`src/design/acc_pkg.sv`:
```
package acc_pkg;
  localparam logic [11:0] ACC_STATUS_CONTROL_OFS = 12'h000;
  localparam logic [11:0] ACC_RESULT_OFS = 12'h004;
  localparam logic [11:0] ACC_CLOCK_CONFIG_OFS = 12'h008;
  localparam logic [11:0] ACC_MODE_OFS = 12'h00c;
  localparam int ACC_FLAG_BIT = 7;
  localparam int ACC_IEN_BIT = 6;
  localparam int ACC_CONT_BIT = 5;
  localparam int ACC_CLKSRC_BIT = 4;
  localparam int ACC_CH_W = 5;
  localparam int ACC_PRE_W = 3;
  localparam int ACC_PRE_LSB = 5;
  localparam logic [4:0] ACC_CH_RESET = 5'h1f;
  localparam logic [4:0] ACC_CH_REF_HIGH = 5'h1d;
  localparam logic [4:0] ACC_CH_REF_LOW = 5'h1e;
  localparam logic [4:0] ACC_CH_OFF = 5'h1f;
  localparam logic [4:0] ACC_CH_LAST_EXT = 5'h07;
  localparam logic [7:0] ACC_CLOCK_CONFIG_RESET = 8'h00;
  localparam int ACC_CONV_CYCLES = 16;
  typedef enum logic [1:0] {
    ACC_IDLE = 2'b00,
    ACC_CONV = 2'b01,
    ACC_DONE = 2'b10
  } acc_state_t;
endpackage

```
`src/design/acc_clk_div.sv`:
```
`timescale 1ns/100ps
module acc_clk_div
  import acc_pkg::*;
(
  input wire logic clk_i,
  input wire logic rst_i,
  input wire logic src_sel_i,
  input wire logic xtal_tick_i,
  input wire logic [acc_pkg::ACC_PRE_W-1:0] prescale_i,
  output logic tick_o
);
  logic [3:0] cnt;
  logic [3:0] limit;
  logic src_tick;

  // Bus clock every rising edge, crystal on its ticks
  assign src_tick = src_sel_i ? 1'b1 : xtal_tick_i;

  always_comb begin
    case (prescale_i)
      3'h0: limit = 4'h0;
      3'h1: limit = 4'h1;
      3'h2: limit = 4'h3;
      3'h3: limit = 4'h7;
      default: limit = 4'hf;
    endcase
  end

  always_ff @(posedge clk_i) begin
    if (rst_i) begin
      cnt <= 4'h0;
      tick_o <= 1'b0;
    end else begin
      tick_o <= 1'b0;
      if (src_tick) begin
        if (cnt >= limit) begin
          cnt <= 4'h0;
          tick_o <= 1'b1;
        end else begin
          cnt <= cnt + 4'h1;
        end
      end
    end
  end
endmodule

```
`src/design/acc_conv_ctrl.sv`:
```
// Our own choices: the register offsets and the APB interface to the registers.
`timescale 1ns/100ps
// Notes on behaviour
// - Interrupt enabled: request raised at end of every conversion; reset clears enable.
// - Result read or status/control write withdraws pending interrupt request.
// - Enable off: flag read-only, set per conversion, continuous after first; cleared by access.
// - Enable on: flag writable, zero means interrupt; software clears it; reset clears.
// - Continuous bit repeats conversions; else one conversion per status write; reset clears.
// - Five-bit channel field; codes 0 to 7 route external inputs 0 to 7.
// - Code 29 selects high reference, code 30 low reference.
// - All-ones channel code powers the converter down.
// - Codes 8 to 28 reserved; their results are undefined.
// - Eight-bit result register loaded on every completed conversion.
// - Prescaler: 0 by 1, 1 by 2, 2 by 4, 3 by 8, top bit by 16.
// - Clock source bit: 1 bus clock, 0 crystal; reset selects crystal.
// - Wait mode keeps converting; enabled interrupt request wakes processor.
// - Stop mode aborts conversion; conversions resume after stop exit.
// - Status/control write starts conversion lasting 16 or 17 converter clocks.
// - Continuous results overwrite previous ones whether read or not.
// - Selected shared pin forced input, port writes ignored, port reads give zero.
module acc_conv_ctrl
  import acc_pkg::*;
#(
  parameter int CONV_CYCLES = acc_pkg::ACC_CONV_CYCLES
) (
  input wire logic CLK_I,
  input wire logic SYS_RST_I,
  input wire logic PSEL_I,
  input wire logic PENABLE_I,
  input wire logic PWRITE_I,
  input wire logic [11:0] PADDR_I,
  input wire logic [31:0] PWDATA_I,
  output logic [31:0] PRDATA_O,
  output logic PREADY_O,
  output logic PSLVERR_O,
  input wire logic CRYSTAL_CLOCK_I,
  input wire logic STOP_MODE_I,
  input wire logic WAIT_MODE_I,
  input wire logic CORE_DONE_I,
  input wire logic [7:0] CORE_RESULT_I,
  output logic CORE_START_O,
  output logic CORE_TICK_O,
  output logic CORE_POWER_DOWN_O,
  output logic [7:0] ANALOG_INPUTS_SEL_O,
  output logic REF_HIGH_LEVEL_SEL_O,
  output logic REF_LOW_LEVEL_SEL_O,
  output logic [7:0] PIN_FORCE_INPUT_O,
  output logic IRQ_O,
  output logic WAKE_O
);
  logic xtal_q;
  logic xtal_prev;
  logic xtal_tick;
  logic stop_q;
  logic wait_q;
  logic done_q;
  logic done_prev;
  logic done_rise;
  logic conv_tick;
  logic [4:0] channel_select;
  logic continuous_conv;
  logic conv_irq_enable;
  logic conv_complete_flag;
  logic irq_pending;
  logic first_done;
  logic [7:0] result;
  logic [7:0] clock_config_reg;
  logic [7:0] status_control_reg;
  logic [5:0] conv_cnt;
  logic start_req;
  logic powered_off;
  acc_state_t state;
  logic apb_acc;
  logic wr_sc;
  logic rd_res;
  logic wr_clk;
  logic addr_ok;
  logic conv_end;
  logic [7:0] next_pin_force;

  acc_sync #(.WIDTH(4)) u_sync (
    .clk_i(CLK_I),
    .rst_i(SYS_RST_I),
    .d_i({CRYSTAL_CLOCK_I, STOP_MODE_I, WAIT_MODE_I, CORE_DONE_I}),
    .q_o({xtal_q, stop_q, wait_q, done_q})
  );

  acc_clk_div u_div (
    .clk_i(CLK_I),
    .rst_i(SYS_RST_I),
    .src_sel_i(clock_config_reg[ACC_CLKSRC_BIT]),
    .xtal_tick_i(xtal_tick),
    .prescale_i(clock_config_reg[ACC_PRE_LSB +: ACC_PRE_W]),
    .tick_o(conv_tick)
  );

  assign xtal_tick = xtal_q & ~xtal_prev;
  assign done_rise = done_q & ~done_prev;
  assign powered_off = (channel_select == ACC_CH_OFF);
  assign apb_acc = PSEL_I & PENABLE_I & PREADY_O;
  assign addr_ok = (PADDR_I == ACC_STATUS_CONTROL_OFS) || (PADDR_I == ACC_RESULT_OFS) ||
                   (PADDR_I == ACC_CLOCK_CONFIG_OFS);
  assign wr_sc = apb_acc & PWRITE_I & (PADDR_I == ACC_STATUS_CONTROL_OFS);
  assign rd_res = apb_acc & ~PWRITE_I & (PADDR_I == ACC_RESULT_OFS);
  assign wr_clk = apb_acc & PWRITE_I & (PADDR_I == ACC_CLOCK_CONFIG_OFS);
  assign conv_end = (state == ACC_DONE);
  assign status_control_reg = {conv_complete_flag, conv_irq_enable, continuous_conv, channel_select};

  always_ff @(posedge CLK_I) begin
    if (SYS_RST_I) begin
      xtal_prev <= 1'b0;
      done_prev <= 1'b0;
    end else begin
      xtal_prev <= xtal_q;
      done_prev <= done_q;
    end
  end

  // Zero-wait-state APB slave
  always_ff @(posedge CLK_I) begin
    if (SYS_RST_I) begin
      PREADY_O <= 1'b0;
      PSLVERR_O <= 1'b0;
      PRDATA_O <= 32'h0000_0000;
    end else begin
      PREADY_O <= PSEL_I & ~PENABLE_I;
      PSLVERR_O <= PSEL_I & ~PENABLE_I & ~addr_ok;
      PRDATA_O <= 32'h0000_0000;
      if (PSEL_I & ~PENABLE_I & ~PWRITE_I) begin
        case (PADDR_I)
          ACC_STATUS_CONTROL_OFS: PRDATA_O <= {24'h000000, status_control_reg};
          ACC_RESULT_OFS: PRDATA_O <= {24'h000000, result};
          ACC_CLOCK_CONFIG_OFS: PRDATA_O <= {24'h000000, clock_config_reg};
          default: PRDATA_O <= 32'h0000_0000;
        endcase
      end
    end
  end

  // Control fields
  always_ff @(posedge CLK_I) begin
    if (SYS_RST_I) begin
      channel_select <= ACC_CH_RESET;
      continuous_conv <= 1'b0;
      conv_irq_enable <= 1'b0;
      clock_config_reg <= ACC_CLOCK_CONFIG_RESET;
    end else begin
      if (wr_sc) begin
        channel_select <= PWDATA_I[ACC_CH_W-1:0];
        continuous_conv <= PWDATA_I[ACC_CONT_BIT];
        conv_irq_enable <= PWDATA_I[ACC_IEN_BIT];
      end
      if (wr_clk) begin
        clock_config_reg <= {PWDATA_I[7:4], 4'h0};
      end
    end
  end

  // Start request: each status write with a channel code other than ACC_CH_OFF arms one conversion
  always_ff @(posedge CLK_I) begin
    if (SYS_RST_I) begin
      start_req <= 1'b0;
    end else if (wr_sc && PWDATA_I[ACC_CH_W-1:0] != ACC_CH_OFF) begin
      start_req <= 1'b1;
    end else if (stop_q && (state == ACC_CONV || (state == ACC_DONE && continuous_conv))) begin
      start_req <= 1'b1;
    end else if (state == ACC_CONV || powered_off) begin
      start_req <= 1'b0;
    end
  end

  // Conversion sequencer
  always_ff @(posedge CLK_I) begin
    if (SYS_RST_I) begin
      state <= ACC_IDLE;
      conv_cnt <= 6'h00;
      CORE_START_O <= 1'b0;
    end else begin
      CORE_START_O <= 1'b0;
      if (stop_q || powered_off || wr_sc) begin
        state <= ACC_IDLE;
        conv_cnt <= 6'h00;
      end else begin
        case (state)
          ACC_IDLE: begin
            if (start_req) begin
              state <= ACC_CONV;
              conv_cnt <= 6'h00;
              CORE_START_O <= 1'b1;
            end
          end
          ACC_CONV: begin
            if (conv_tick && conv_cnt < 6'(CONV_CYCLES)) begin
              conv_cnt <= conv_cnt + 6'h01;
            end
            if (conv_cnt >= 6'(CONV_CYCLES) && (done_rise || done_q)) begin
              state <= ACC_DONE;
            end
          end
          ACC_DONE: begin
            if (continuous_conv) begin
              state <= ACC_CONV;
              conv_cnt <= 6'h00;
              CORE_START_O <= 1'b1;
            end else begin
              state <= ACC_IDLE;
            end
          end
          default: state <= ACC_IDLE;
        endcase
      end
    end
  end

  // Result latch, overwritten every conversion
  always_ff @(posedge CLK_I) begin
    if (SYS_RST_I) begin
      result <= 8'h00;
    end else if (conv_end) begin
      result <= CORE_RESULT_I;
    end
  end

  // Completion flag and interrupt request; conversion end wins over a same-cycle access
  always_ff @(posedge CLK_I) begin
    if (SYS_RST_I) begin
      conv_complete_flag <= 1'b0;
      irq_pending <= 1'b0;
      first_done <= 1'b0;
    end else begin
      if (wr_sc) begin
        first_done <= 1'b0;
      end else if (conv_end) begin
        first_done <= 1'b1;
      end
      if (conv_end && !conv_irq_enable && !(continuous_conv && first_done)) begin
        conv_complete_flag <= 1'b1;
      end else if (conv_end && conv_irq_enable) begin
        conv_complete_flag <= 1'b0;
      end else if (wr_sc) begin
        conv_complete_flag <= conv_irq_enable & PWDATA_I[ACC_IEN_BIT] & PWDATA_I[ACC_FLAG_BIT];
      end else if (rd_res && !conv_irq_enable) begin
        conv_complete_flag <= 1'b0;
      end
      if (conv_end && conv_irq_enable) begin
        irq_pending <= 1'b1;
      end else if (wr_sc || rd_res) begin
        irq_pending <= 1'b0;
      end
    end
  end

  // Mux selects and pin override
  always_comb begin
    next_pin_force = 8'h00;
    if (channel_select <= ACC_CH_LAST_EXT) begin
      next_pin_force[channel_select[2:0]] = 1'b1;
    end
  end

  always_ff @(posedge CLK_I) begin
    if (SYS_RST_I) begin
      ANALOG_INPUTS_SEL_O <= 8'h00;
      PIN_FORCE_INPUT_O <= 8'h00;
      REF_HIGH_LEVEL_SEL_O <= 1'b0;
      REF_LOW_LEVEL_SEL_O <= 1'b0;
      CORE_POWER_DOWN_O <= 1'b1;
      CORE_TICK_O <= 1'b0;
      IRQ_O <= 1'b0;
      WAKE_O <= 1'b0;
    end else begin
      ANALOG_INPUTS_SEL_O <= next_pin_force;
      PIN_FORCE_INPUT_O <= next_pin_force;
      REF_HIGH_LEVEL_SEL_O <= (channel_select == ACC_CH_REF_HIGH);
      REF_LOW_LEVEL_SEL_O <= (channel_select == ACC_CH_REF_LOW);
      CORE_POWER_DOWN_O <= powered_off | stop_q;
      CORE_TICK_O <= conv_tick & (state == ACC_CONV);
      IRQ_O <= irq_pending & conv_irq_enable;
      WAKE_O <= irq_pending & conv_irq_enable & wait_q;
    end
  end
endmodule

```
`src/design/acc_sync.sv`:
```
`timescale 1ns/100ps
module acc_sync #(
  parameter int WIDTH = 1
) (
  input wire logic clk_i,
  input wire logic rst_i,
  input wire logic [WIDTH-1:0] d_i,
  output logic [WIDTH-1:0] q_o
);
  logic [WIDTH-1:0] meta;

  always_ff @(posedge clk_i) begin
    if (rst_i) begin
      meta <= '0;
      q_o <= '0;
    end else begin
      meta <= d_i;
      q_o <= meta;
    end
  end
endmodule

```
`config.mk`:
```
export PLATFORM = sky130hd
export DESIGN_NAME = acc_conv_ctrl
export DESIGN_NICKNAME = d
export VERILOG_FILES = /design/src/design/acc_pkg.sv /design/src/design/acc_clk_div.sv /design/src/design/acc_conv_ctrl.sv /design/src/design/acc_sync.sv
export SDC_FILE = /design/constraint.sdc
export NUM_CORES = 1
export LEC_CHECK = 0
export BUFFER_PORTS_ARGS = -buffer_cell sky130_fd_sc_hd__buf_2
export CORE_MARGIN = 3
export CORE_UTILIZATION = 30
export CTS_CLUSTER_DIAMETER = 50
export DETAILED_ROUTE_END_ITERATION = 10
export GPL_TIMING_DRIVEN = 0
export HOLD_SLACK_MARGIN = 0.1
export PLACE_DENSITY_LB_ADDON = 0.15
export SLEW_MARGIN = 10
export SYNTH_ARGS = -nofsm -noshare
export SYNTH_HDL_FRONTEND = slang
export SYNTH_HIERARCHICAL = 1
export SYNTH_SLANG_ARGS = --single-unit
```
`constraint.sdc`:
```
create_clock -name CLK_I -period 4.5 [get_ports CLK_I]
set_input_delay 0.225 -clock CLK_I [delete_from_list [all_inputs] [get_ports CLK_I]]
set_output_delay 0.225 -clock CLK_I [all_outputs]
set_load 0.005 [all_outputs]
```
# After elaboration in Yosys (flattened, before gate mapping)
# Cells that the tools add are included.
# Widths: inputs -> output; s select.
# op_classes
div_mod_pow,0
n_eq_ne,15
reduce_logical,35
bitwise_logic,26
mul,0
n_shift,0
mux,27
addsub,2
magnitude_cmp,6
# op_table
op,n
$pmux 8 s3,1
$mux 6,3
$pmux 6 s3,1
$and 1x1->1,17
$pmux 4 s4,1
$eq 5x5->1 const B,3
$mux 1,15
$eq 12x3->1 const B,1
$eq 12x4->1 const B,1
$logic_not 12->1,1
$logic_and 1x1->1,11
$reduce_or 2->1,5
$logic_or 1x1->1,8
$ne 2x2->1 const B,4
$not 1->1,8
$add 6x1->6 const B,1
$eq 3x2->1 const B,2
$ge 6x5->1 const B,1
$lt 6x5->1 const B,1
$pmux 2 s3,1
$reduce_bool 3->1,2
$le 5x3->1 const B,1
$ne 5x5->1 const B,1
$add 4x1->4 const B,1
other kinds (18),20
# word_totals
in_bits,61
ramBits,0
rom_bits,0
out_inout_bits,57
ff_bits,95
wordCells,139
n_memories,0
latchBits,0

# Longest topological paths before layout
# depth
word_depth,9
ltp_mapped,6
depth_no_buf,6

# Cells and area by module
# The synthesis kept the hierarchy.
# modules_own_cells
module,area_per_inst_um2,seq_area_each_um2,cells_per_inst,instances
acc_conv_ctrl,2478.6,1141.1,281,1
acc_clk_div,324.1,100.1,39,1
acc_sync,210.2,160.2,16,1

# Least setup slack after synthesis
# Ideal clock, no wire load.
# synth_timing
kind,flip-flop to flip-flop
start,register clock_config_reg[7]
end,register u_div.cnt[3]
setup_time_ns,0.074
arrival_ns,1.593
period_less_slack_ns,1.667
path_stages_with_launch,6
required_time_ns,4.426
n_path_buf,0
slack_ns,2.833
cell_sequence,dfxtp_1 -> or3_1 -> ha_1 -> o2111ai_1 -> nand4_1 -> a31oi_1
# synth_via
elab_chain_len,4
word_cells_on_any_way,7
classes_between,order compare (1); eq/ne (3); mux (2); reduce/logical (1)
# synth_lines
element,line_no,source
from (decl),acc_conv_ctrl.sv:67,logic [7:0] clock_config_reg;
from (signal assigned),acc_conv_ctrl.sv:154,"clock_config_reg <= {PWDATA_I[7:4], 4'h0};"
"$eq 3x2->1, or another cell as far along",acc_clk_div.sv:20,case (prescale_i)
$pmux 4 s4 *,acc_clk_div.sv:20,
$ge 4x4->1 *,acc_clk_div.sv:36,if (cnt >= limit) begin
$mux 4 *,acc_clk_div.sv:36,
to (signal assigned),acc_clk_div.sv:40,cnt <= cnt + 4'h1;
to (decl),acc_clk_div.sv:12,logic [3:0] cnt;
# Every way passes the cells marked *; elsewhere a longest branch is shown, timed or not.
# A chain may end at the register's enable or synchronous reset.

# Worst setup path after layout
# Ends and elaborated chain as after synthesis.

==> impl_metrics.json <==
{
  "ctsHoldBuffers": 3,
  "start_util": 0.3171,
  "yosys_register_bits": 70,
  "cellLeakagePower_nw": 1.713,
  "cts-root-buf": "clkbuf_8",
  "yosysTopAreaCellShare": 0.4651,
  "wirelength_um": 6808,
  "crit_family": "compound AO/OA/AOI/OAI gates",
  "dr_total_vias": 2484,
  "p_switching_mw": 0.2686,
  "dieArea_um2": 11280,
  "rows": 35,
  "skew_ps": 8.912,
  "fin_tns_setup_ps": 0,
  "finalCriticalPeriod_ps": 1936,
  "finalMaxSlewViolations": 0,
  "grt_pass1_wl_um": 11490,
  "holdWs_ps": 118.5,
  "synth-edff-count": 0,
  "clkSlewWorstSetupHoldPaths_ps": 80,
  "drive_gt1_frac": 0.2931,
  "tightestPinTransition_ps": 523.9,
  "syn_area_um2": 3013,
  "overflow": 0,
  "rsz0062_at_grt": "no",
  "htreeDepth": 3,
  "core_area_um2": 9503,
  "worstPathRequired_ps": 4760,
  "post_cts_buffers": 0,
  "cts_tree": "done",
  "synth_commonest_cells": "dfxtp_1 (70), nand2_1 (52), buf_4 (32)",
  "p_int_mw": 1.002,
  "fin_crit_sh": 0.4302,
  "firstDrtPassIters": 4,
  "max_freq_ghz": 0.5166,
  "fin_total_pwr_mw": 1.270,
  "diodes": 0,
  "outcome": "finished clean",
  "synth_area_leaders": "dfxtp_1 (47%), buf_4 (8.0%), nand2_1 (6.5%), a21oi_1 (3.8%), mux2i_1 (3.3%)",
  "drv_cap": 0,
  "initialDrtViolationCount": 71,
  "clock_sinks": 70,
  "largestRegisters": "PIN_FORCE_INPUT_O (8), PRDATA_O (8), result (8)",
  "sequentialPowerShare": 0.492,
  "end_kind": "register",
  "relSlewSlack": 0.6504,
  "clock_power_share": 0.453,
  "hold_viol": 0,
  "yosysUniqueCellTypes": 50,
  "route.detailed.drc": 0,
  "worstSetupStartpointType": "register",
  "hp-class": "input port to register",
  "antenna_left": 0,
  "clk_path_buf_depth": 2,
  "hpwl_um": 5145,
  "track_usage": 0.1251,
  "yosys_most_used_dff": "dfxtp_1",
  "crit_arrival_ps": 2200,
  "gp_congestion": 0.8053,
  "avgSynthCellArea_um2": 8.967,
  "die_w_um": 106.2,
  "clk_latency_ps": 340,
  "critPathMaxStageDelay_ps": 470,
  "synthArstFlopShare": 0,
  "vdd_drop_max_mv": 0.1394,
  "syn2layout_area_growth_pct": 28.41,
  "numCtsBuffers": 9,
  "io_buffers": 69,
  "post-synth-top-count-cell": "dfxtp_1",
  "slowest_stage": "o2111ai_1",
  "power_density_nw_per_um2": 328.4,
  "fillers": 1013,
  "critPathMaxFanout": 6,
  "finalSetupViolCount": 0,
  "power_frac_comb": 0.055,
  "nNetsFinal": 509,
  "setup.worst_path.class": "register to register",
  "synth_top_cell_by_area": "dfxtp_1",
  "grt_antenna_before_repair": 0,
  "cp_cell_sequence": "or3_1, ha_1, o2111ai_1, nand4_1, a31oi_1",
  "yosys_warnings": 6,
  "via_per_inst": 4.313,
  "crit_buf_inv": 0,
  "cts_resized": 0,
  "die_h_um": 106.2,
  "ioPinCount": 118,
  "grt_pass1_vias": 2385,
  "switching_share": 0.2114,
  "grt_max_degree": 20,
  "wl_per_cell_um": 11.82,
  "ys_seq_area_frac": 0.4651,
  "syn_inst": 336
}
-- layout by cell type (no fill, tap or decap), types with 3 or more instances in the layout --
master / n
dlygate4sd3_1: 3
nand3b_1: 5
buf_2: 71
a211oi_1: 3
ha_1: 6
nand2b_1: 4
nand4_1: 4
and2_1: 8
nor2b_1: 14
inv_1: 8
mux2i_1: 10
nand3_1: 10
clkbuf_1: 5
conb_1: 24
nand2_1: 52
o21ai_0: 11
clkbuf_8: 11
dfxtp_1: 70
nor2_1: 24
buf_4: 32
nor3_1: 5
a21oi_1: 23
-- stage by stage --
step                utilization  area (um^2)  setup WS, ps  std cells
global placement         0.3795         3606          2676        557
floorplan                     -         3099          2833        359
finish                   0.4071         3869          2564        576
global route             0.4071         3869          2438        576
detailed placement       0.3795         3606          2586        557
CTS                      0.4071         3869          2569        576
-- layout make-up --
class / count / area [um^2] / area share
clock inverters: 5 / 81.33 / 0.02102
clock buffers: 11 / 151.4 / 0.03913
repair buffers: 72 / 375.4 / 0.09702
plain buffers: 40 / 272.8 / 0.07050
well taps: 129 / 161.4 / 0.04172
inverters: 8 / 30.03 / 0.007762
multi-input cells: 241 / 1395 / 0.3606
flip-flops and latches: 70 / 1401 / 0.3622
-- layer usage --
metal | global-route usage | wire [um] | vias up
met5 | 0 | 0 | -
met4 | 0.03330 | 86 | 0
met3 | 0.03522 | 416 | 10
met2 | 0.2059 | 3222 | 65
met1 | 0.1606 | 3083 | 1103
li1 | - | - | 1306
-- kinds of logic (layout without fill, tap and decap cells) --
family / after synthesis / in the layout / share of synthesized area
AOI/OAI and AO/OA: 49 / 49 / 0.09635
xor gates and xnor gates: 4 / 4 / 0.01163
adders and majority gates: 6 / 6 / 0.02492
buffers and inverters: 48 / 136 / 0.1005
DFF: 70 / 70 / 0.4651
muxes: 10 / 10 / 0.03322
other: 1 / 24 / 0.001245
and+or+nand+nor: 148 / 148 / 0.2670
-- power by group through the flow --
stage               Sequential [mW]  Clock (mW)  Combinational, mW
CTS                           0.625       0.593             0.0704
global route                  0.625       0.629             0.0791
finish                        0.625       0.575             0.0704
detailed placement            0.639           0             0.0683
floorplan                     0.639           0             0.0382
global placement              0.639           0             0.0676
-- worst paths after layout --
kind	from	end	slack (ps)	cells past startpoint
worst min register to register	u_sync/q_o[1]	WAKE_O	430	1
worst min-delay path	CORE_RESULT_I[7]	result[7]	120	3
worst max-delay path	clock_config_reg[7]	u_div/cnt[3]	2560	5
worst max register to register	clock_config_reg[7]	u_div/cnt[3]	2560	5
-- worst reg2reg max path: stages (launching register included) --
cell	delay (ps)
dfxtp_1	360
or3_1	390
ha_1	280
o2111ai_1	470
nand4_1	170
a31oi_1	190
Note: power is estimated with default switching activity, not from simulation.
